$ cat src/hdl/acs_pkg.sv
// Package: constants and types for the conversion sequencer
package acs_pkg;
    // Register word offsets
    localparam logic [3:0] ACS_REG_CTRL = 4'h0;
    localparam logic [3:0] ACS_REG_CLKSEL = 4'h1;
    localparam logic [3:0] ACS_REG_TRIG = 4'h2;
    localparam logic [3:0] ACS_REG_RES_HI = 4'h3;
    localparam logic [3:0] ACS_REG_RES_LO = 4'h4;
    localparam logic [3:0] ACS_REG_STAT = 4'h5;
    localparam logic [3:0] ACS_REG_MASK = 4'h6;
    localparam logic [3:0] ACS_REG_SLEEP = 4'h7;
    // Control field positions
    localparam int ACS_CTRL_ON = 0;
    localparam int ACS_CTRL_GO = 1;
    // Status bit positions
    localparam int ACS_STAT_DONE = 0;
    // Sleep register bit
    localparam int ACS_SLEEP_REQ = 0;
    // Reset values
    localparam logic [7:0] ACS_RST_BYTE = 8'h00;
    localparam logic [2:0] ACS_RST_CLKSEL = 3'h0;
    localparam logic [3:0] ACS_RST_TRIG = 4'h0;
    // Trigger source codes
    localparam logic [3:0] ACS_TRIG_OFF = 4'h0;
    localparam logic [3:0] ACS_TRIG_PIN = 4'h1;
    localparam int ACS_TRIG_SRC_W = 19;
    // Result width and timing
    localparam int ACS_RES_W = 10;
    localparam int ACS_DIV_W = 7;
    // RC oscillator bit period in ns (nominal) and its count at 25 MHz
    localparam int ACS_CLK_NS = 40;
    localparam int ACS_RC_PERIOD_NS = 2000;
    localparam int ACS_RC_DIV = (ACS_RC_PERIOD_NS + ACS_CLK_NS - 1) / ACS_CLK_NS;
    // Instruction cycle: four system clocks
    localparam int ACS_INSTR_CYC = 4;
    localparam logic [3:0] ACS_SAR_LAST = 4'h0;

    typedef enum logic [1:0] {
        ACS_IDLE,
        ACS_DELAY,
        ACS_CONV
    } acs_state_e;
endpackage

$ cat src/hdl/acs_clkdiv.sv
// Conversion bit-period enable generator
`timescale 1ns/1ps
`default_nettype none
module acs_clkdiv
    import acs_pkg::*;
(
    input wire logic clk,
    input wire logic rst,
    input wire logic run,
    input wire logic [2:0] sel,
    output logic tick
);
    logic [ACS_DIV_W-1:0] cnt_q;
    logic [ACS_DIV_W-1:0] div;

    // Codes 000, 100, 001, 101, 010, 110 map to /2, /4, /8, /16, /32, /64; x11 selects the RC source
    always_comb begin
        if (sel[1:0] == 2'b11) begin
            div = ACS_DIV_W'(ACS_RC_DIV);
        end else begin
            div = ACS_DIV_W'(2) << {sel[1:0], sel[2]};
        end
    end

    always_ff @(posedge clk) begin
        if (rst || !run) begin
            cnt_q <= '0;
            tick <= 1'b0;
        end else if (cnt_q >= div - ACS_DIV_W'(1)) begin
            cnt_q <= '0;
            tick <= 1'b1;
        end else begin
            cnt_q <= cnt_q + ACS_DIV_W'(1);
            tick <= 1'b0;
        end
    end
endmodule
`default_nettype wire

$ cat src/hdl/acs_top.sv
// Conversion sequencer: registers, start/abort control, SAR stepping
`timescale 1ns/1ps
`default_nettype none
module acs_top
    import acs_pkg::*;
(
    input wire logic clk,
    input wire logic rst,
    input wire logic [3:0] addr,
    input wire logic [7:0] wdata,
    input wire logic wr,
    input wire logic rd,
    output logic [7:0] rdata,
    input wire logic trigger_pin_route,
    input wire logic [ACS_TRIG_SRC_W-1:0] periph_trig,
    input wire logic comp_in,
    output logic dac_bit_en,
    output logic [ACS_RES_W-1:0] dac_code,
    output logic analog_power,
    output logic wake_up,
    output logic irq
);
    import acs_pkg::*;

    // ==========================================================
    // Registers and state
    // ==========================================================
    logic converter_on_q;
    logic go_q;
    logic [2:0] conv_clock_select_q;
    logic [3:0] auto_trigger_select_q;
    logic [7:0] result_high_q;
    logic [7:0] result_low_q;
    logic conv_done_flag_q;
    logic mask_q;
    logic sleeping_q;
    logic powered_down_q;
    logic trig_prev_q;
    acs_state_e state_q;
    logic [3:0] bit_q;
    logic [ACS_RES_W-1:0] sar_q;
    logic [1:0] dly_q;
    logic last_bit_q;

    logic wr_ctrl;
    logic sw_go;
    logic sw_abort;
    logic trig_sel;
    logic trig_rise;
    logic start_req;
    logic tick;
    logic is_rc;
    logic finish;
    logic sleep_abort;
    logic done_evt;
    logic rd_stat;

    function automatic logic [ACS_RES_W-1:0] fill_partial(
        input logic [ACS_RES_W-1:0] v,
        input logic [3:0] pos,
        input logic last
    );
        logic [ACS_RES_W-1:0] r;
        r = v;
        for (int i = 0; i < ACS_RES_W; i++) begin
            if (i < int'(pos)) begin
                r[i] = last;
            end
        end
        return r;
    endfunction

    assign is_rc = (conv_clock_select_q[1:0] == 2'b11);
    assign wr_ctrl = wr && (addr == ACS_REG_CTRL);
    assign rd_stat = rd && (addr == ACS_REG_STAT);

    // ==========================================================
    // Trigger source selection
    // ==========================================================
    always_comb begin
        if (auto_trigger_select_q == ACS_TRIG_OFF) begin
            trig_sel = 1'b0;
        end else if (auto_trigger_select_q == ACS_TRIG_PIN) begin
            trig_sel = trigger_pin_route;
        end else begin
            trig_sel = periph_trig[auto_trigger_select_q];
        end
    end

    always_ff @(posedge clk) begin
        if (rst) begin
            trig_prev_q <= 1'b0;
        end else begin
            trig_prev_q <= trig_sel;
        end
    end

    assign trig_rise = trig_sel && !trig_prev_q;
    // Enable must already be set; a write that turns on and sets go is not a start
    assign sw_go = wr_ctrl && wdata[ACS_CTRL_GO] && wdata[ACS_CTRL_ON] && converter_on_q;
    assign sw_abort = wr_ctrl && !wdata[ACS_CTRL_GO] && go_q;
    assign start_req = !go_q && converter_on_q && !powered_down_q
                       && (sw_go || trig_rise);
    assign sleep_abort = wr && (addr == ACS_REG_SLEEP) && wdata[ACS_SLEEP_REQ]
                         && !is_rc && go_q;
    assign finish = (state_q == ACS_CONV) && tick && (bit_q == ACS_SAR_LAST);
    assign done_evt = finish;

    // ==========================================================
    // Bit-period divider
    // ==========================================================
    acs_clkdiv u_div (
        .clk(clk),
        .rst(rst),
        .run(state_q == ACS_CONV),
        .sel(conv_clock_select_q),
        .tick(tick)
    );

    // ==========================================================
    // Sequencer
    // ==========================================================
    always_ff @(posedge clk) begin
        if (rst) begin
            state_q <= ACS_IDLE;
            go_q <= 1'b0;
            bit_q <= 4'h0;
            sar_q <= '0;
            dly_q <= 2'h0;
            last_bit_q <= 1'b0;
        end else begin
            case (state_q)
                ACS_IDLE: begin
                    if (start_req) begin
                        go_q <= 1'b1;
                        bit_q <= 4'(ACS_RES_W - 1);
                        sar_q <= '0;
                        last_bit_q <= 1'b0;
                        // RC source waits one more instruction for a sleep
                        dly_q <= 2'(ACS_INSTR_CYC - 1);
                        state_q <= is_rc ? ACS_DELAY : ACS_CONV;
                    end
                end
                ACS_DELAY: begin
                    if (sw_abort) begin
                        go_q <= 1'b0;
                        state_q <= ACS_IDLE;
                    end else if (dly_q == 2'h0) begin
                        state_q <= ACS_CONV;
                    end else begin
                        dly_q <= dly_q - 2'h1;
                    end
                end
                ACS_CONV: begin
                    if (sw_abort || sleep_abort) begin
                        go_q <= 1'b0;
                        state_q <= ACS_IDLE;
                    end else if (tick) begin
                        sar_q[bit_q] <= comp_in;
                        last_bit_q <= comp_in;
                        if (bit_q == ACS_SAR_LAST) begin
                            go_q <= 1'b0;
                            state_q <= ACS_IDLE;
                        end else begin
                            bit_q <= bit_q - 4'h1;
                        end
                    end
                end
                default: begin
                    state_q <= ACS_IDLE;
                end
            endcase
        end
    end

    // ==========================================================
    // Result registers
    // ==========================================================
    always_ff @(posedge clk) begin
        if (rst) begin
            result_high_q <= ACS_RST_BYTE;
            result_low_q <= ACS_RST_BYTE;
        end else if (finish) begin
            result_high_q <= sar_q[9:2];
            result_low_q <= {sar_q[1:0], 6'h00};
            if (bit_q == ACS_SAR_LAST) begin
                result_low_q <= {sar_q[1], comp_in, 6'h00};
            end
        end else if (state_q == ACS_CONV && sw_abort) begin
            // Bits above bit_q are converted; fill the rest with the last one
            {result_high_q, result_low_q[7:6]} <=
                fill_partial(sar_q, bit_q + 4'h1, last_bit_q);
            result_low_q[5:0] <= 6'h00;
        end
    end

    // ==========================================================
    // Control and configuration registers
    // ==========================================================
    always_ff @(posedge clk) begin
        if (rst) begin
            converter_on_q <= 1'b0;
            conv_clock_select_q <= ACS_RST_CLKSEL;
            auto_trigger_select_q <= ACS_RST_TRIG;
            mask_q <= 1'b0;
        end else if (wr) begin
            if (addr == ACS_REG_CTRL) begin
                converter_on_q <= wdata[ACS_CTRL_ON];
            end else if (addr == ACS_REG_CLKSEL) begin
                conv_clock_select_q <= wdata[2:0];
            end else if (addr == ACS_REG_TRIG) begin
                auto_trigger_select_q <= wdata[3:0];
            end else if (addr == ACS_REG_MASK) begin
                mask_q <= wdata[ACS_STAT_DONE];
            end
        end
    end

    // ==========================================================
    // Sleep, power and wake-up
    // ==========================================================
    always_ff @(posedge clk) begin
        if (rst) begin
            sleeping_q <= 1'b0;
            powered_down_q <= 1'b0;
            wake_up <= 1'b0;
        end else begin
            wake_up <= 1'b0;
            if (wr && addr == ACS_REG_SLEEP) begin
                sleeping_q <= wdata[ACS_SLEEP_REQ];
                if (wdata[ACS_SLEEP_REQ] && !is_rc) begin
                    powered_down_q <= 1'b1;
                end else if (!wdata[ACS_SLEEP_REQ]) begin
                    powered_down_q <= 1'b0;
                end
            end else if (done_evt && sleeping_q) begin
                if (mask_q) begin
                    wake_up <= 1'b1;
                    sleeping_q <= 1'b0;
                end else begin
                    powered_down_q <= 1'b1;
                end
            end
            if (wr_ctrl && !wdata[ACS_CTRL_ON]) begin
                powered_down_q <= 1'b0;
            end
        end
    end

    // ==========================================================
    // Done flag, interrupt and analog outputs
    // ==========================================================
    always_ff @(posedge clk) begin
        if (rst) begin
            conv_done_flag_q <= 1'b0;
            irq <= 1'b0;
        end else begin
            // Set wins over the read-clear
            if (done_evt) begin
                conv_done_flag_q <= 1'b1;
            end else if (rd_stat) begin
                conv_done_flag_q <= 1'b0;
            end
            irq <= (done_evt || (conv_done_flag_q && !rd_stat)) && mask_q;
        end
    end

    always_ff @(posedge clk) begin
        if (rst) begin
            analog_power <= 1'b0;
            dac_bit_en <= 1'b0;
            dac_code <= '0;
        end else begin
            analog_power <= converter_on_q && !powered_down_q;
            dac_bit_en <= (state_q == ACS_CONV);
            dac_code <= sar_q | (ACS_RES_W'(1) << bit_q);
        end
    end

    // ==========================================================
    // Read port
    // ==========================================================
    always_ff @(posedge clk) begin
        if (rst) begin
            rdata <= 8'h00;
        end else if (!rd) begin
            rdata <= 8'h00;
        end else if (addr == ACS_REG_CTRL) begin
            rdata <= {6'h00, go_q, converter_on_q};
        end else if (addr == ACS_REG_CLKSEL) begin
            rdata <= {5'h00, conv_clock_select_q};
        end else if (addr == ACS_REG_TRIG) begin
            rdata <= {4'h0, auto_trigger_select_q};
        end else if (addr == ACS_REG_RES_HI) begin
            rdata <= result_high_q;
        end else if (addr == ACS_REG_RES_LO) begin
            rdata <= result_low_q;
        end else if (addr == ACS_REG_STAT) begin
            rdata <= {7'h00, conv_done_flag_q};
        end else if (addr == ACS_REG_MASK) begin
            rdata <= {7'h00, mask_q};
        end else if (addr == ACS_REG_SLEEP) begin
            rdata <= {7'h00, sleeping_q};
        end else begin
            rdata <= 8'h00;
        end
    end

    // ==========================================================
    // Checks
    // ==========================================================
    a_done_clears_go: assert property (@(posedge clk) disable iff (rst)
        finish |=> !go_q && conv_done_flag_q) else $error("go not cleared on done");
    a_off_no_start: assert property (@(posedge clk) disable iff (rst)
        (!converter_on_q && !go_q) |=> !go_q) else $error("start while off");
    a_trig_sets_go: assert property (@(posedge clk) disable iff (rst)
        (trig_rise && state_q == ACS_IDLE && converter_on_q && !powered_down_q)
        |=> go_q) else $error("trigger did not start");
    a_rc_delay: assert property (@(posedge clk) disable iff (rst)
        (start_req && is_rc && state_q == ACS_IDLE)
        |=> (state_q == ACS_DELAY) [*4]) else $error("rc delay wrong");
    a_abort_stops: assert property (@(posedge clk) disable iff (rst)
        (state_q == ACS_CONV && sw_abort) |=> state_q == ACS_IDLE && !go_q)
        else $error("abort ignored");
    a_sleep_abort: assert property (@(posedge clk) disable iff (rst)
        sleep_abort |=> !go_q && converter_on_q ##1 !analog_power)
        else $error("sleep abort wrong");
    a_wake_event: assert property (@(posedge clk) disable iff (rst)
        (done_evt && sleeping_q && mask_q && !wr) |=> wake_up)
        else $error("no wake-up");
    a_off_in_sleep: assert property (@(posedge clk) disable iff (rst)
        (done_evt && sleeping_q && !mask_q && !wr) |=> ##1 !analog_power && converter_on_q)
        else $error("converter not powered down");
endmodule
`default_nettype wire

$ cat config.mk
export PLATFORM = sky130hd
export DESIGN_NAME = acs_top
export DESIGN_NICKNAME = d
export VERILOG_FILES = /design/src/hdl/acs_pkg.sv /design/src/hdl/acs_clkdiv.sv /design/src/hdl/acs_top.sv
export SDC_FILE = /design/constraint.sdc
export NUM_CORES = 1
export LEC_CHECK = 0
export BUFFER_PORTS_ARGS = -buffer_cell sky130_fd_sc_hd__buf_2
export CORE_ASPECT_RATIO = 1.1
export CORE_UTILIZATION = 38
export CTS_CLUSTER_DIAMETER = 100
export DETAILED_ROUTE_END_ITERATION = 8
export PLACE_DENSITY = 0.53
export SYNTH_ARGS = -nofsm -noshare
export SYNTH_HDL_FRONTEND = slang
export SYNTH_SLANG_ARGS = --single-unit
$ cat constraint.sdc
create_clock -name clk -period 3.25 [get_ports clk]
set_input_delay 0.1625 -clock clk [delete_from_list [all_inputs] [get_ports clk]]
set_output_delay 0.1625 -clock clk [all_outputs]
set_load 0.02 [all_outputs]
Word-level counts from Yosys, hierarchy flattened
Index checks and enable logic that the tools add are counted.

cells by class
  add/sub/neg operators = 5
  magnitude comparators = 14
  eq/ne operators = 23
  shifts and indexed selects = 2
  multiplexer cells = 74
  bitwise gates (word level) = 6
  reduce and logical (&&, ||, !) cells = 67

operators with widths
  operator                                             count
  2-to-1 mux 8 bit                                     6
  2-to-1 mux 1 bit                                     37
  2-to-1 mux 10 bit                                    3
  logical AND 1 bit                                    25
  2-to-1 mux 2 bit                                     11
  2-to-1 mux 4 bit                                     5
  case mux 10 bit (2 select lines)                     1
  equality test 4 x 3 -> 1 bit, second input constant  4
  < comparator 3 x 4 -> 1 bit, first input constant    4
  AND reduction 4 bit                                  4
  AND reduction 5 bit                                  3
  2-to-1 mux 7 bit                                     2
  inequality test 2 bit, second input constant         7
  logical NOT 4 bit                                    3
  nonzero test 2 bit                                   6
  bitwise mux 10 bit                                   1
  bitwise OR 10 bit                                    1
  left shift 1 x 4 -> 10 bit, first input constant     1
  inequality test 3 bit, second input constant         3
  equality test 4 x 1 -> 1 bit, second input constant  2
  equality test 4 x 2 -> 1 bit, second input constant  2
  logical NOT 1 bit                                    8
  < comparator 1 x 4 -> 1 bit, first input constant    2
  < comparator 2 x 4 -> 1 bit, first input constant    2
  33 further kinds                                     48

storage, ports and cells
  bits in registers = 79

Depth between registers and ports, before layout
Gate-level depths: netlist of the first run.

  depth in word-level cells = 9
  mapped depth = 10

Modules after synthesis
A second synthesis of the first run with hierarchy kept.

unflattened totals
  cell total of the unflattened synthesis = 459
  area total of the unflattened synthesis = 3,941.3 um^2

by module, submodules not included
  module      times used  cells each  area each (um^2)  sequential area each (um^2)
  acs_top     1           401         3,430.8           1,301.2
  acs_clkdiv  1           58          510.5             160.2

Worst setup path after synthesis of the first run
OpenSTA, ideal clock, no wires.

  path kind = register to register
  from = reg conv_clock_select_q[1]
  to = reg u_div.tick
  library setup time = 0.115 ns
  arrival = 2.185 ns
  data required time = 3.135 ns
  setup slack = 0.950 ns
  stages on the path, launching flop included = 11
  buffers on the path = 0
  path through = dfxtp_1 > or3_1 > and2_1 > ha_1 > o21ai_0 > a32oi_1 > ha_1 > or2_2 > a21oi_1 > a21oi_1 > and2_1

between the ends
  longest elaborated chain between the ends = 5

RTL lines
  what                                                              RTL line                            RTL
  start, declared                                                   acs_top.sv:30                       logic [2:0] conv_clock_select_q;
  start signal, assigned                                            acs_top.sv:210                      conv_clock_select_q <= wdata[2:0];
  left shift 2 x 3 -> 7 bit or equality test 2 bit (tied branches)  acs_clkdiv.sv:21, acs_clkdiv.sv:18
  2-to-1 mux 7 bit (*)                                              acs_clkdiv.sv:18                    if (sel[1:0] == 2'b11) begin
  subtractor 7 x 1 -> 7 bit (*)                                     acs_clkdiv.sv:29                    end else if (cnt_q >= div - ACS_DIV_W'(1)) begin
  greater-or-equal comparator 7 bit (*)                             acs_clkdiv.sv:29
  2-to-1 mux 1 bit (*)                                              acs_clkdiv.sv:29
  end signal, assigned                                              acs_clkdiv.sv:28                    tick <= 1'b0;
  end signal, assigned                                              acs_clkdiv.sv:31                    tick <= 1'b1;
  end signal, assigned                                              acs_clkdiv.sv:34                    tick <= 1'b0;
  end, declared                                                     acs_clkdiv.sv:11                    output logic tick

Every way passes the cells marked *; elsewhere a longest branch is shown, timed or not.
A chain may end at the register's enable or synchronous reset.

Worst setup path after layout of the first run
  from = reg bit_q[0]
  to = reg powered_down_q

between the ends
  longest elaborated chain between the ends = 5

RTL lines
  what                                  RTL line        RTL
  start, declared                       acs_top.sv:40   logic [3:0] bit_q;
  start signal, assigned                acs_top.sv:136  bit_q <= 4'(ACS_RES_W - 1);
  start signal, assigned                acs_top.sv:165  bit_q <= bit_q - 4'h1;
  logical NOT 4 bit                     acs_top.sv:106  assign finish = (state_q == ACS_CONV) && tick && (bit_q == ACS_SAR_LAST);
  logical AND 1 bit                     acs_top.sv:106
  logical AND 1 bit                     acs_top.sv:236  end else if (done_evt && sleeping_q) begin
  nonzero test 2 bit (no source line)   n/a
  AND reduction 3 bit (no source line)  n/a
  end signal, assigned                  acs_top.sv:234  powered_down_q <= 1'b0;
  end signal, assigned                  acs_top.sv:241  powered_down_q <= 1'b1;
  end signal, assigned                  acs_top.sv:245  powered_down_q <= 1'b0;
  end, declared                         acs_top.sv:37   logic powered_down_q;

No other way between the ends.

==> results of run 1 <==
==> per-stage QoR <==
step / setup slack, ns / power, mW / cell area, um2
after detailed placement: 0.723 / 1.24 / 4170
after global routing: 0.446 / 2.06 / 4380
after global placement: 0.740 / 1.24 / 4170
final: 0.736 / 1.96 / 4380
after floorplan: 0.950 / 1.17 / 3860
after CTS: 0.689 / 1.99 / 4380
==> how the worst min path moves through the flow <==
stage          slack, ns     start                                    end  cells after the start
6_report            0.04  wdata[3]  auto_trigger_select_q[3]$_SDFFE_PP0P_                      3
2_1_floorplan       0.30   comp_in           result_low_q[6]$_SDFFE_PP0P_                      2
3_3_place_gp        0.40  wdata[3]  auto_trigger_select_q[3]$_SDFFE_PP0P_                      3
5_1_grt             0.02  wdata[3]  auto_trigger_select_q[3]$_SDFFE_PP0P_                      3
4_1_cts             0.03  wdata[3]  auto_trigger_select_q[3]$_SDFFE_PP0P_                      3
3_5_place_dp        0.42  wdata[3]  auto_trigger_select_q[3]$_SDFFE_PP0P_                      3
==> synthesized netlist by cell type, types with 11 or more instances <==
cell,n
a211oi_1,19
inv_1,18
nand2_1,39
o32ai_1,11
nor3_1,12
a21oi_1,29
nor2_1,48
nand3_1,16
ha_1,20
dfxtp_1,73
mux2i_1,21
==> metal layers <==
metal | track usage | up-vias | wire length (um)
li1 | - | 1641 | -
met1 | 0.244 | 1510 | 4350
met2 | 0.316 | 80 | 4450
met3 | 0.0351 | 11 | 413
met4 | 0.0866 | 0 | 147
met5 | 0 | - | 0
==> power by group through the flow <==
stage | Clock [mW] | Sequential [mW] | Combinational (mW)
finish | 0.735 | 0.928 | 0.294
global route | 0.802 | 0.932 | 0.328
CTS | 0.767 | 0.928 | 0.294
detailed placement | 0 | 0.949 | 0.293
global placement | 0 | 0.949 | 0.290
floorplan | 0 | 0.951 | 0.215
==> critical path: stages, from the launching register on <==
cell and delay, ns:
dfxtp_1 0.38, inv_1 0.17, ha_1 0.31, or3b_2 0.54, nor2_1 0.39, buf_4 0.21, nand2_1 0.07, nor3_1 0.13
a211oi_1 0.07, nor3_1 0.17
==> state kept, by name, indices dropped and copies added, names as in the netlist, 2 cells and up <==
name and flops:
conv_clock_select_q 3, dac_code 10, rdata 8, dly_q 2, auto_trigger_select_q 4, result_low_q 2
result_high_q 8, state_q 2, u_div.cnt_q 7, sar_q 10, bit_q 4
==> cells by family after synthesis <==
logic type | after synthesis | share of synthesized area
simple gates | 158 | 0.207
compound gates | 101 | 0.193
flops | 73 | 0.379
buf+inv | 41 | 0.0496
mux | 29 | 0.0895
fa+ha+maj | 20 | 0.0648
xor+xnor | 7 | 0.0159
other cells | 1 | 0.000972
==> area by class of cell <==
| cell class | instances | area (um2) |
|---|---|---|
| Clock buffer | 9 | 124 |
| Clock inverter | 7 | 78.8 |
| Fill cell | 1011 | 5510 |
| Inverter | 19 | 71.3 |
| Multi-Input combinational cell | 316 | 2210 |
| Sequential cell | 73 | 1460 |
| Tap cell | 120 | 150 |
| Timing Repair Buffer | 54 | 283 |
==> placed cells by master (no fill, tap or decap), drive strengths merged, types with 2 or more instances in the layout <==
cell type	synthesis	routed
nand2b	5	5
mux2i	21	21
nor4b	2	2
a211oi	22	22
nor3	14	14
ha	20	20
xor2	3	3
xnor2	4	4
a22oi	2	2
a211o	2	2
dfxtp	73	73
mux2	4	4
a31oi	3	3
buf	12	54
o31ai	3	3
and3	2	2
o32ai	11	11
nor2b	5	5
a21oi	29	29
clkbuf	10	9
clkinv	0	2
nand4	2	2
and2	6	6
nand3	16	16
nand2	41	41
nor2	50	50
inv	19	21
or3	4	4
a21o	2	2
o21ai	12	12
mux4	4	4
o41ai	3	3
nor3b	4	4
o311a	2	2
clkinvlp	0	2
==> impl_metrics.toml, run 1 <==
[die]
core_area_um2 = 9890
die_width_um = 98.1
die_area_um2 = 10600
dieHeight_um = 108
initial_utilization = 0.390
row_count = 38
ioPinCount = 59

[pwr]
switching_share = 0.296
power_density_nw_per_um2 = 447
peakVddDrop_v = 0.000202
switchingPower_uw = 579
power_frac_seq = 0.474
static-leakage-power_nw = 1.71
p_clk_frac = 0.376
p_int_mw = 1.38
pwr-share-comb = 0.150

[finish]
area_growth_pct = 13.4
fin_nets = 530
num_antenna_cells = 0
drive_gt1_frac = 0.213
final_core_util = 0.442
layout.cells.non_filler = 598

[grt]
grt_pass1_wl_um = 16000
grt_pass1_vias = 3158
grt_max_degree = 55
antenna_found_initial = 0
grt_use_total = 0.192
overflow = 0

[sta]
slew_headroom = 0.484
whs_ns = 0.0444
finalClockSkew_ns = 0.0134
finalSetupViolCount = 0
fmax_mhz = 398
timing_hold_violations_final = 0
drv_slew = 0
rsz0062_at_grt = "no"
period_needed_ns = 2.51
tightest_slew_ns = 0.769
finalSetupTns_ns = 0
period_share = 0.774

[clocking]
cts_resized = 0
cts-root-buf = "clkbuf_8"
cts_max_path_buffers = 2
post_cts_buffers = 0
cts.sinks = 73
clkTransAtPathRegs_ns = 0.08
postCtsHoldBufs = 0
clk_latency_ns = 0.36
cts_tree = "yes"
htree_levels = 3
cts_made_buffers = 9

[setup_path]
cp-endpoint = "powered_down_q$_SDFFE_PP0P_"
crit_arrival_ns = 2.80
path_max_fanout = 7
reg2reg_slack_ns = 0.74
crit_start = "bit_q[0]$_SDFFE_PP0P_"
required_ns = 3.53
worstSetupEndpointType = "register"
crit_type = "register to register"
startpoint_type = "register"
r2r_cells = 9
rr_startpoint = "bit_q[0]$_SDFFE_PP0P_"
reg2reg_to = "powered_down_q$_SDFFE_PP0P_"

[yosys]
ys.flop_type = "dfxtp_1"
synth_top_area_share = 0.379
ys_ff_latch = 73
ys_seq_area_frac = 0.379
synth-edff-count = 0
ys_top_cells_by_area = "dfxtp_1, ha_1, mux2i_1, nor2_1, nand2_1"
syn-num-nets = 487
ys_types = 68
yosys.area.top_type = "dfxtp_1"
syn_inst = 430
avgSynthCellArea_um2 = 8.98
syn_area_um2 = 3860
synthArstFlopShare = 0
yosysWarningCount = 0

[run]
maxCapViolations = 0

[drt]
wl_per_cell_um = 15.6
avgViaCountPerCell = 5.42
drt_iter0_markers = 171
totalWireLength_um = 9360
postRouteAntennaNets = 0
vias = 3242
drc_errors = 7
dr.pass1.iters = 6

[status]
status = "finished with violations"
violations = "design-rule violations"

[place]
numPortBuffers = 49
place.gp.congestion = 0.791
dp.cells = 582
dp_hpwl_um = 6710

[min_path]
min_path_type = "primary input to register"
Note: power is estimated with default switching activity, not from simulation.
==> inputs of run 2 (changes only) <==
clock period = 2.45 ns   (was 3.25 ns; I/O delays follow)
==> impl_metrics.toml, run 2 (same netlist as run 1, synthesis figures left out) <==
[setup_path]
crit_arrival_ns = 2.57
path_buf_inv = 0
path_delay_family = "simple AND/OR/NAND/NOR gates"
path_max_fanout = 8
crit_chain = "or3_1 -> and2_1 -> ha_2 -> o21ai_2 -> a32oi_1 -> ha_1 -> or2_2 -> a21oi_4 -> a21oi_4 -> and2_1"
cp_slowest_stage_delay_ns = 0.36
reg2reg_slack_ns = 0.13
required_ns = 2.70
critPathSlowestCell = "or3_1"
startpoint_type = "register"
crit_type = "register to register"
worstSetupEndpointType = "register"

[drt]
postRouteAntennaNets = 0
dr.pass1.iters = 6
drt_iter0_markers = 157
vias = 3276
totalWireLength_um = 9520
avgViaCountPerCell = 5.37
wl_per_cell_um = 15.6
drc_errors = 7

[place]
numPortBuffers = 49
dp_slack_ns = -0.0476
place.gp.congestion = 0.787
dp_hpwl_um = 6720

[die]
dieHeight_um = 108
die_area_um2 = 10600
initial_utilization = 0.390
row_count = 38
ioPinCount = 59
core_area_um2 = 9890
die_width_um = 98.1

[finish]
num_antenna_cells = 0
fillers = 973
mostFrequentLayoutCells = "dfxtp_1, buf_2, nor2_1"
top_regs = "dac_code: 10 flops, sar_q: 10 flops"
area_growth_pct = 17.3
final_core_util = 0.458
fin_nets = 542
drive_gt1_frac = 0.245
final_common_cell = "dfxtp_1"

[run]
maxCapViolations = 0

[status]
status = "finished with violations"
violations = "design-rule violations"

[sta]
rsz0062_at_grt = "no"
period_needed_ns = 2.32
finalClockSkew_ns = 0.0165
drv_slew = 0
tightest_slew_ns = 0.613
fin_ws_ns = 0.128
slew_headroom = 0.591
timing_hold_violations_final = 0
whs_ns = 0.0304
finalSetupViolCount = 0
fmax_mhz = 431
period_share = 0.948

[grt]
grt_use_total = 0.194
grt_pass1_wl_um = 16000
antenna_found_initial = 0
grt_pass1_vias = 3195
grt_max_degree = 55
overflow = 0

[clocking]
cts_tree = "yes"
cts-root-buf = "clkbuf_8"
post_cts_buffers = 0
cts.sinks = 73
cts_made_buffers = 9
clk_latency_ns = 0.37
htree_levels = 3
cts_max_path_buffers = 2
clkTransAtPathRegs_ns = 0.08

[pwr]
peakVddDrop_v = 0.000300
static-leakage-power_nw = 1.78
power_density_nw_per_um2 = 583

[min_path]
min_path_type = "primary input to register"
-- run 2: power by group --
group	switching, mW	internal (mW)	total, mW	leakage, nW
Combinational	0.264	0.163	0.427	1.09
Clock	0.486	0.499	0.985	0.0985
Sequential	0.0173	1.21	1.23	0.589
-- run 2: path summary, 6_finish.rpt --
| kind | startpoint | to | depth (start not counted) |
|---|---|---|---|
| max | conv_clock_select_q[0]$_SDFFE_PP0P_ | u_div.tick$_SDFF_PP0_ | 10 |
| max reg2reg | conv_clock_select_q[0]$_SDFFE_PP0P_ | u_div.tick$_SDFF_PP0_ | 10 |
| min | rd | rdata[0]$_SDFF_PP0_ | 3 |
| min reg2reg | powered_down_q$_SDFFE_PP0P_ | analog_power$_SDFF_PP0_ | 1 |
-- run 2: stage by stage --
step | instances | area, um2 | setup TNS (ns) | power, mW
6_report | 610 | 4530 | 0 | 2.64
5_1_grt | 610 | 4530 | 0 | 2.76
4_1_cts | 610 | 4490 | 0 | 2.66
3_5_place_dp | 593 | 4270 | -0.229 | 1.67
3_3_place_gp | 593 | 4270 | -0.00985 | 1.67
2_1_floorplan | 430 | 3860 | 0 | 1.55
-- run 2: area by class of cell --
type / count / area [um2] / area share
Inverter: 19 / 71.3 / 0.0158
Multi-Input combinational cell: 316 / 2250 / 0.497
Timing Repair Buffer: 66 / 388 / 0.0857
Clock inverter: 6 / 67.6 / 0.0149
Sequential cell: 73 / 1460 / 0.323
Tap cell: 120 / 150 / 0.0332
Clock buffer: 10 / 138 / 0.0304
-- run 2: metal layers --
| layer | global-route usage | vias to the layer above | wire length [um] |
|---|---|---|---|
| li1 | - | 1659 | - |
| met1 | 0.243 | 1521 | 4410 |
| met2 | 0.319 | 80 | 4400 |
| met3 | 0.0357 | 16 | 470 |
| met4 | 0.101 | 0 | 235 |
| met5 | 0 | - | 0 |
-- run 2: timing repair --
item                                    4_1_cts  5_1_grt
gates cloned                                  0        0
gates resized for setup                       1       10
hold buffers                                  1        0
hold endpoints to repair                      1        0
pin swaps                                     0        3
endpoints found under the setup margin        8        8
-- run 2: worst reg2reg max path: cells and delay by family, from the launching register on --
kind / cells / cell delay, ns
and+or+nand+nor: 4 / 1.02
DFF: 1 / 0.32
adders and majority gates: 2 / 0.48
AOI/OAI and AO/OA: 4 / 0.42
==> inputs of run 3 (changes only) <==
HOLD_SLACK_MARGIN = 0.1   (was not set)
==> impl_metrics.toml, run 3 (same netlist as run 1, synthesis figures left out) <==
[clocking]
cts_tree = "yes"
cts-root-buf = "clkbuf_8"
cts_made_buffers = 9
htree_levels = 3
post_cts_buffers = 0
cts_max_path_buffers = 2
clkTransAtPathRegs_ns = 0.08
cts.sinks = 73
clk_latency_ns = 0.37

[drt]
dr.pass1.iters = 7
avgViaCountPerCell = 5.35
vias = 3293
totalWireLength_um = 9540
postRouteAntennaNets = 0
drc_errors = 7
drt_iter0_markers = 135
wl_per_cell_um = 15.5

[sta]
period_needed_ns = 2.32
rsz0062_at_grt = "no"
finalSetupViolCount = 0
timing_hold_violations_final = 0
period_share = 0.947
finalSetupTns_ns = 0
finalClockSkew_ns = 0.0170
fmax_mhz = 431
slew_headroom = 0.588
tightest_slew_ns = 0.618
drv_slew = 0

[place]
numPortBuffers = 49
place.gp.congestion = 0.787
dp_hpwl_um = 6720

[pwr]
static-leakage-power_nw = 1.81
switchingPower_uw = 764
switching_share = 0.289
fin_total_pwr_mw = 2.64
power_frac_seq = 0.465
power_density_nw_per_um2 = 576
peakVddDrop_v = 0.000298
p_clk_frac = 0.371
p_int_mw = 1.88
pwr-share-comb = 0.164

[grt]
overflow = 0
grt_pass1_wl_um = 16100
antenna_found_initial = 0
grt_use_total = 0.195
grt_pass1_vias = 3217
grt_max_degree = 55

[die]
die_width_um = 98.1
dieHeight_um = 108
ioPinCount = 59
core_area_um2 = 9890
die_area_um2 = 10600
initial_utilization = 0.390
row_count = 38

[finish]
num_antenna_cells = 0
top_regs = "dac_code: 10 flops, sar_q: 10 flops"
area_growth_pct = 18.8
final_common_cell = "dfxtp_1"
mostFrequentLayoutCells = "dfxtp_1, buf_2, nor2_1"
fin_nets = 548
drive_gt1_frac = 0.242

[status]
violations = "design-rule violations"
status = "finished with violations"

[setup_path]
crit_arrival_ns = 2.57
crit_type = "register to register"
required_ns = 2.70
path_max_fanout = 8
startpoint_type = "register"
r2r_cells = 10
reg2reg_to = "u_div.tick$_SDFF_PP0_"
reg2reg_slack_ns = 0.13
rr_startpoint = "conv_clock_select_q[0]$_SDFFE_PP0P_"
worstSetupEndpointType = "register"

[min_path]
min_path_type = "primary input to register"
whs_path_depth = 3
hold_end = "rdata[6]$_SDFF_PP0_"
hp-start = "addr[2]"

[run]
maxCapViolations = 0
run 3: changes by cell type in the layout (fill, tap and decap cells not counted), sizes merged:
cell	previous run	this run
dlygate4sd3	1	7
run 3: repair_timing:
item	4_1_cts	5_1_grt
hold endpoints to repair	10	0
gates resized for setup	1	10
endpoints found under the setup margin	8	8
gates cloned	0	0
pin swaps	0	3
hold buffers	7	0
run 3: metal layers:
metal  share of wire  up-vias  GRT usage  wire [um]
met1            0.47     1523      0.243       4440
met4           0.025        0      0.101        235
li1                -     1672          -          -
met3           0.050       16     0.0364        480
met2            0.46       82      0.321       4380
met5               0        -          0          0
run 3: worst max path at each step:
stage	startpoint	slack, ns	end	cells past startpoint
detailed placement	conv_clock_select_q[0]$_SDFFE_PP0P_	-0.05	u_div.cnt_q[2]$_SDFF_PP0_	10
global route	conv_clock_select_q[0]$_SDFFE_PP0P_	0.01	u_div.tick$_SDFF_PP0_	10
floorplan	conv_clock_select_q[1]$_SDFFE_PP0P_	0.15	u_div.tick$_SDFF_PP0_	10
global placement	conv_clock_select_q[0]$_SDFFE_PP0P_	-0.004	u_div.cnt_q[6]$_SDFF_PP0_	10
finish	conv_clock_select_q[0]$_SDFFE_PP0P_	0.13	u_div.tick$_SDFF_PP0_	10
CTS	conv_clock_select_q[0]$_SDFFE_PP0P_	0.01	u_div.cnt_q[2]$_SDFF_PP0_	10
run 3: final cells by class:
type | instances | area [um2]
fill | 966 | 5300
multi-input combinational | 316 | 2250
sequential | 73 | 1460
timing repair buffer | 72 | 448
tap | 120 | 150
clock buffer | 10 | 138
inverter | 19 | 71.3
clock inverter | 6 | 67.6
run 3: critical path, cell delays in order (launching register included):
cell and delay (ns):
dfxtp_1 0.32, or3_1 0.36, and2_1 0.18, ha_2 0.21
o21ai_2 0.12, a32oi_1 0.06, ha_1 0.27, or2_2 0.30
a21oi_4 0.15, a21oi_4 0.08, and2_1 0.16
run 3: power by group through the flow:
stage / registers [mW] / logic [mW] / clock network, mW
floorplan: 1.26 / 0.286 / 0
finish: 1.23 / 0.434 / 0.981
global route: 1.23 / 0.480 / 1.06
CTS: 1.23 / 0.431 / 1.01
global placement: 1.25 / 0.418 / 0
detailed placement: 1.26 / 0.419 / 0
run 3: per-stage QoR:
stage | hold WS (ns) | utilization | setup slack, ns | cell area [um2] | instances
global placement | 0.369 | 0.432 | -0.00400 | 4270 | 593
detailed placement | 0.373 | 0.432 | -0.0476 | 4270 | 593
CTS | 0.137 | 0.460 | 0.0143 | 4550 | 616
floorplan | 0.259 | - | 0.150 | 3860 | 430
global route | 0.159 | 0.464 | 0.0122 | 4590 | 616
finish | 0.148 | 0.464 | 0.130 | 4590 | 616
